--- config.mk ---
export PLATFORM = sky130hd
export DESIGN_NAME = ttmq_regs
export DESIGN_NICKNAME = d
export VERILOG_FILES = /design/src/ttmq_pkg.sv /design/src/ttmq_regs.sv
export SDC_FILE = /design/constraint.sdc
export NUM_CORES = 1
export LEC_CHECK = 0
export CAP_MARGIN = 20
export CELL_PAD_IN_SITES_DETAIL_PLACEMENT = 1
export CELL_PAD_IN_SITES_GLOBAL_PLACEMENT = 1
export CORE_ASPECT_RATIO = 0.9
export CORE_UTILIZATION = 49
export CTS_CLUSTER_SIZE = 28
export DETAILED_ROUTE_END_ITERATION = 8
export DONT_BUFFER_PORTS = 1
export GPL_TIMING_DRIVEN = 0
export PLACE_DENSITY_LB_ADDON = 0.1
export SETUP_SLACK_MARGIN = 0.2
export SLEW_MARGIN = 25
export SYNTH_ARGS = -nofsm -noshare
export SYNTH_HDL_FRONTEND = slang
export SYNTH_SLANG_ARGS = --single-unit
--- constraint.sdc ---
create_clock -name clock -period 8 [get_ports clock]
set_input_delay 1.2 -clock clock [delete_from_list [all_inputs] [get_ports clock]]
set_output_delay 1.2 -clock clock [all_outputs]
set_load 0.01 [all_outputs]
--- src/ttmq_pkg.sv ---
/*
 * package for the touch tracker and media queue register bank:
 * register offsets, field positions, reset values and the bus answer struct.
 * assumes a 32-bit apb slave with byte addresses as printed.
 */
package ttmq_pkg;
    // ========================================
    // register byte addresses
    localparam logic [15:0] TTMQ_OFF_POINT1 = 16'h7000;
    localparam logic [15:0] TTMQ_OFF_POINT2 = 16'h7004;
    localparam logic [15:0] TTMQ_OFF_POINT3 = 16'h7008;
    localparam logic [15:0] TTMQ_OFF_POINT4 = 16'h700c;
    localparam logic [15:0] TTMQ_OFF_POINT5 = 16'h7010;
    localparam logic [15:0] TTMQ_OFF_RD_PTR = 16'h7014;
    localparam logic [15:0] TTMQ_OFF_WR_PTR = 16'h7018;

    // ========================================
    // tracker field layout
    localparam int TTMQ_TRACK_MSB = 31;
    localparam int TTMQ_TRACK_LSB = 16;
    localparam int TTMQ_RSVD_MSB  = 15;
    localparam int TTMQ_RSVD_LSB  = 8;
    localparam int TTMQ_TAG_MSB   = 7;
    localparam int TTMQ_TAG_LSB   = 0;
    localparam int TTMQ_POINTS    = 5;

    // ========================================
    // reset values
    localparam logic [31:0] TTMQ_TRACK_RST = 32'h0000_0000;
    localparam logic [31:0] TTMQ_PTR_RST   = 32'h0000_0000;

    // one touch point report from the coprocessor
    typedef struct packed {
        logic        valid;  // update strobe
        logic [15:0] value;  // tracking value
        logic [7:0]  tag;    // touched object tag
    } ttmq_track_t;

    // registered bus answer
    typedef struct packed {
        logic [31:0] rdata;
        logic        slverr;
    } ttmq_answer_t;
endpackage : ttmq_pkg

--- src/ttmq_regs.sv ---
/*
 * touch tracker and media queue register bank, apb slave.
 * assumes the coprocessor, touch engine and media consumer share the apb clock.
 */
`timescale 1ns/1ps
`default_nettype none

// ========================================
// register bank
// Summary of operation
// - tracker upper half holds tracking value
// - tracker low byte holds touched object tag
// - tracker bits fifteen to eight read zero
// - points two to five only in extended mode
// - read pointer read-only, resets to zero
// - write pointer write-only from software, resets zero
// - point one tracker below, same layout
module ttmq_regs (
    input  wire logic                 clock,        // 100 MHz
    input  wire logic                 reset,        // async, active high
    input  wire logic                 clk_en,       // freezes state when low
    input  wire logic                 psel,         // apb select
    input  wire logic                 penable,      // apb access phase
    input  wire logic                 pwrite,       // apb direction
    input  wire logic [15:0]          paddr,        // apb byte address
    input  wire logic [31:0]          pwdata,       // apb write data
    output logic                      pready,       // apb ready
    output logic [31:0]               prdata,       // apb read data
    output logic                      pslverr,      // apb error
    input  wire logic                 ext_mode,     // touch engine in extended mode
    input  wire ttmq_pkg::ttmq_track_t track_in [5], // per-point coprocessor reports
    input  wire logic                 media_adv,    // consumer took one word
    input  wire logic [31:0]          media_step,   // bytes consumed per advance
    output logic [31:0]               wr_ptr_out    // write pointer to the consumer
);
    // ========================================
    // state
    logic [31:0] track_reg [5];
    logic [31:0] track_next [5];
    logic [31:0] rd_ptr_reg;
    logic [31:0] rd_ptr_next;
    logic [31:0] wr_ptr_reg;
    logic [31:0] wr_ptr_next;
    ttmq_pkg::ttmq_answer_t ans_reg;
    ttmq_pkg::ttmq_answer_t ans_next;
    logic        rdy_reg;
    logic        rdy_next;

    // compose a tracker word with the reserved byte forced low
    function automatic logic [31:0] pack_track(input logic [15:0] v, input logic [7:0] t);
        pack_track = {v, 8'h00, t};
    endfunction : pack_track

    wire logic setup = psel && !penable;

    // next-state: tracker capture, pointers, zero-wait-state bus answer
    always_comb begin
        for (int i = 0; i < ttmq_pkg::TTMQ_POINTS; i++) begin
            track_next[i] = track_reg[i];
            if (track_in[i].valid && (i == 0 || ext_mode)) begin
                track_next[i] = pack_track(track_in[i].value, track_in[i].tag);
            end
        end
        // leaving extended mode clears stale multi-point content
        if (!ext_mode) begin
            for (int i = 1; i < ttmq_pkg::TTMQ_POINTS; i++) begin
                track_next[i] = ttmq_pkg::TTMQ_TRACK_RST;
            end
        end
        // an advance is blocked only while the read pointer equals the write pointer; a step that jumps past it is not stopped
        rd_ptr_next = rd_ptr_reg;
        if (media_adv && rd_ptr_reg != wr_ptr_reg) begin
            rd_ptr_next = rd_ptr_reg + media_step;
        end
        wr_ptr_next = wr_ptr_reg;
        rdy_next    = setup;
        ans_next    = '{rdata: 32'h0000_0000, slverr: 1'b0};
        if (setup) begin
            unique case (paddr)
                ttmq_pkg::TTMQ_OFF_POINT1: ans_next.rdata = pwrite ? 32'h0 : track_reg[0];
                ttmq_pkg::TTMQ_OFF_POINT2: ans_next.rdata = pwrite ? 32'h0 : track_reg[1];
                ttmq_pkg::TTMQ_OFF_POINT3: ans_next.rdata = pwrite ? 32'h0 : track_reg[2];
                ttmq_pkg::TTMQ_OFF_POINT4: ans_next.rdata = pwrite ? 32'h0 : track_reg[3];
                ttmq_pkg::TTMQ_OFF_POINT5: ans_next.rdata = pwrite ? 32'h0 : track_reg[4];
                ttmq_pkg::TTMQ_OFF_RD_PTR: ans_next.rdata = pwrite ? 32'h0 : rd_ptr_reg;
                ttmq_pkg::TTMQ_OFF_WR_PTR: begin
                    if (pwrite) begin
                        wr_ptr_next = pwdata;
                    end
                end
                default: ans_next.slverr = 1'b1; // unmapped address
            endcase
            // writes to read-only registers are ignored, not flagged
        end
    end

    // registers only
    always_ff @(posedge clock or posedge reset) begin
        if (reset) begin
            for (int i = 0; i < ttmq_pkg::TTMQ_POINTS; i++) begin
                track_reg[i] <= ttmq_pkg::TTMQ_TRACK_RST;
            end
            rd_ptr_reg <= ttmq_pkg::TTMQ_PTR_RST;
            wr_ptr_reg <= ttmq_pkg::TTMQ_PTR_RST;
            ans_reg    <= '{rdata: 32'h0000_0000, slverr: 1'b0};
            rdy_reg    <= 1'b0;
        end else if (clk_en) begin
            track_reg  <= track_next;
            rd_ptr_reg <= rd_ptr_next;
            wr_ptr_reg <= wr_ptr_next;
            ans_reg    <= ans_next;
            rdy_reg    <= rdy_next;
        end
    end

    // outputs: the write pointer never reads back over the bus
    assign pready     = rdy_reg && psel && penable;
    assign prdata     = ans_reg.rdata;
    assign pslverr    = ans_reg.slverr && pready;
    assign wr_ptr_out = wr_ptr_reg;
endmodule : ttmq_regs

`default_nettype wire

==> out/results.tsv <==
stage	metric	value	unit
power	Leak	5.42	nW
clock_network	Longest Clk Path Bufs	3	
detailed_routing	overall routed net length	37.8	mm
power	maximum VDD drop	0.242	mV
die	Core ar.	22600	µm²
power	Clk pwr share	31.1	%
timing	unrepaired setup endpoints after global routing	no	
timing	Hold Vio Cnt, Final	0	
logic_synthesis	register area share after synthesis	48.3	%
setup_path	slowest CP cell	nor2_1	
timing	Min Hold Slack	0.483	ns
cells_and_area	commonest cells after routing, fill and taps aside	225 x nand2_1, 218 x dfrtp_1, 104 x o21ai_0	
placed_design	# port buffers	0	
cells_and_area	Area Growth Syn to Fin	11.7	%
setup_path	Critical Path Fanout Max	10	
cells_and_area	fin util	55.9	%
power	Sw Ratio	34.5	%
global_route	total track usage	32.6	%
setup_path	CP max stage delay	0.62	ns
cells_and_area	layout net count	1428	
timing	clk_skew	0.0120	ns
flow_run	Max Cap Violations	0	
logic_synthesis	Post-synth ARST share	100	%
die	IO Pins	279	
clock_network	clk slew on worst S/H paths	0.06	ns
setup_path	CP Class	in -> reg	
placed_design	Placed Cells incl. Taps	1453	
global_route	largest net degree at the start of global routing	62	
clock_network	Num CTS Buffers	25	
logic_synthesis	Yosys warning total	0	
die	DIE WIDTH	162	µm
logic_synthesis	FF+latch count, synth	218	
cells_and_area	max reg flops	120	
min_path	Min-Delay Path Class	reg -> reg	
global_route	vias in the first global route	9504	
logic_synthesis	Synth Cell Area	11300	µm²
setup_path	CP endpoint kind	flop	
timing	Slew @ Worst Pin	1.08	ns
timing	post-route clock period utilization	45.4	%
power	Flop pwr share	38.7	%
cells_and_area	commonest non-fill, non-tap cell in the layout	nand2_1	
timing	Slew HR	27.5	%
clock_network	Clk Latency, worst-skew pair	0.53	ns
timing	TNS Setup	0	ns
clock_network	CTS tree	done	
placed_design	DP HPWL	28.8	mm
power	combinational share of power	30.2	%
clock_network	setup bufs post-CTS	0	
timing	crit path time final	3.63	ns
clock_network	TritonCTS Sinks	218	
detailed_routing	drt drc	0	
detailed_routing	drt first pass iters	5	
logic_synthesis	Post-synth top flop	dfrtp_1	
cells_and_area	Layout Cells excl Fill	1498	
die	initial core utilization	50.0	%
power	power per cell area	303	nW/µm²
power	Psw	1.32	mW
logic_synthesis	library cells used by synthesis	61	
detailed_routing	Final ANT Viol Nets	0	
power	total power	3.82	mW
run_status	status	completed	
detailed_routing	WL per Instance	25.2	µm
setup_path	startpoint type of the worst setup path	input pin	
clock_network	CTS root buffer	clkbuf_16	
setup_path	worst-path cell chain	nor4b_1 > nand4_1 > nand2b_1 > nor2_1 > clkbuf_1 > a221oi_1 > a21oi_1 > a221oi_1 > o22ai_1	
timing	endpoints failing setup	0	
setup_path	CP most frequent cell	a221oi_1	
global_route	Remaining Overflow, GRT	0	
clock_network	cts repair resizes	0	
placed_design	RePlAce Congestion	0.868	
global_route	first-pass GRT wire length	57.4	mm
die	# rows	52	
power	Internal	2.50	mW
die	die height	146	µm
logic_synthesis	EDFF count, synth	0	
cells_and_area	share of layout cells above drive strength 1	14.2	%
global_route	initial antenna violation count	2	
logic_synthesis	synthesized net count	1398	
logic_synthesis	Cells after Synth	1153	
timing	maximum clock frequency	0.275	GHz
timing	Slew Viols, Final	0	
clock_network	H-Tree Depth	1	
logic_synthesis	synthesized area per cell	9.80	µm²
detailed_routing	Vias	9134	
die	die area	23700	µm²
setup_path	Arr. time, crit path	4.07	ns
setup_path	worst endpoint required time	8.44	ns
clock_network	number of hold buffers added after cts	0	
detailed_routing	DRT iter0 DRCs	721	
detailed_routing	drt via density	6.10	
power by group through the flow:
stage                     logic, mW  clock network (mW)  registers [mW]
after detailed placement       1.14                   0            1.49
after CTS                      1.15                1.20            1.48
after global routing           1.28                1.24            1.49
final                          1.16                1.19            1.48
after floorplan               0.912                   0            1.38
after global placement         1.10                   0            1.49
critical path, delay by kind of cell:
kind | cells | cell delay [ns]
AOI/OAI and AO/OA | 4 | 0.94
and+or+nand+nor | 4 | 1.45
buffers and inverters | 1 | 0.47
cells in the mapped netlist (2+ instances only):
cell	instances	area [µm²]
nand3_1	8	40.0
buf_4	32	240
o21bai_1	2	15.0
clkbuf_1	61	229
nor2b_1	2	12.5
xnor2_1	55	482
and3_1	4	25.0
o22ai_1	26	163
nor3_1	4	20.0
and2_1	4	25.0
xor2_1	7	61.3
a21oi_1	54	270
ha_1	31	388
mux2_1	4	45.0
o21a_1	3	22.5
o21ai_0	104	521
inv_1	42	158
nand2_1	225	845
a31oi_1	4	25.0
dfrtp_1	218	5460
a21o_1	16	120
or4_1	2	15.0
buf_1	2	7.51
a221oi_1	22	193
nor4_1	4	25.0
nor3b_1	3	22.5
nand2b_1	3	18.8
o21ai_1	29	145
mux2_2	81	912
a22oi_1	24	180
a222oi_1	13	130
a211oi_1	4	30.0
nor2_1	20	75.1
a21oi_2	2	17.5
nand4_1	12	75.1
per-stage QoR:
step / area [µm²] / setup slack (ns)
final: 12600 / 4.37
after global routing: 12600 / 4.09
after CTS: 12600 / 4.45
after global placement: 11700 / -1.83
after detailed placement: 11800 / 3.92
after floorplan: 11300 / 0.836
logic make-up (layout without fill, tap and decap cells):
kind of cell	count (synthesis)	count (layout)	share of synthesized area, %
AO/OA/AOI/OAI	319	319	17.9
AND/OR/NAND/NOR	299	299	11.1
flip-flops	218	218	48.3
buffers and inverters	137	184	5.61
multiplexers	86	86	8.60
XOR/XNOR	62	62	4.81
adder cells (fa/ha/maj)	32	32	3.61
other	0	1	0
area by class of cell:
class                   instances  area (µm²)
plain buffers                  95         477
repair buffers                  3        82.6
clock buffers                  37         731
fillers                      2556        9960
diodes                          1        2.50
flip-flops and latches        218        5460
inverters                      42         165
well taps                     297         372
clock inverters                 7         115
multi-input cells             798        5220
final timing paths:
path,endpoint,startpoint,depth (start not counted),slack [ns]
worst max-delay path,prdata[16],paddr[8],9,4.37
worst min-delay path,track_reg[70],track_reg[70],2,0.48
worst max register to register,rd_ptr_reg[30],rd_ptr_reg[0],11,4.73
worst min register to register,track_reg[70],track_reg[70],2,0.48
max in group asynchronous,track_reg[81],reset,3,6.50
min in group asynchronous,rd_ptr_reg[23],reset,1,0.52
per-layer routing:
layer  track usage [%]  wire, µm  up-vias
met5                 0        14        -
met4              10.2      1240        2
met3              7.47      2810       67
met2              49.6     16900      310
met1              46.1     16800     4642
li1                  -         -     4113
Power figures use the tool's default switching activity.
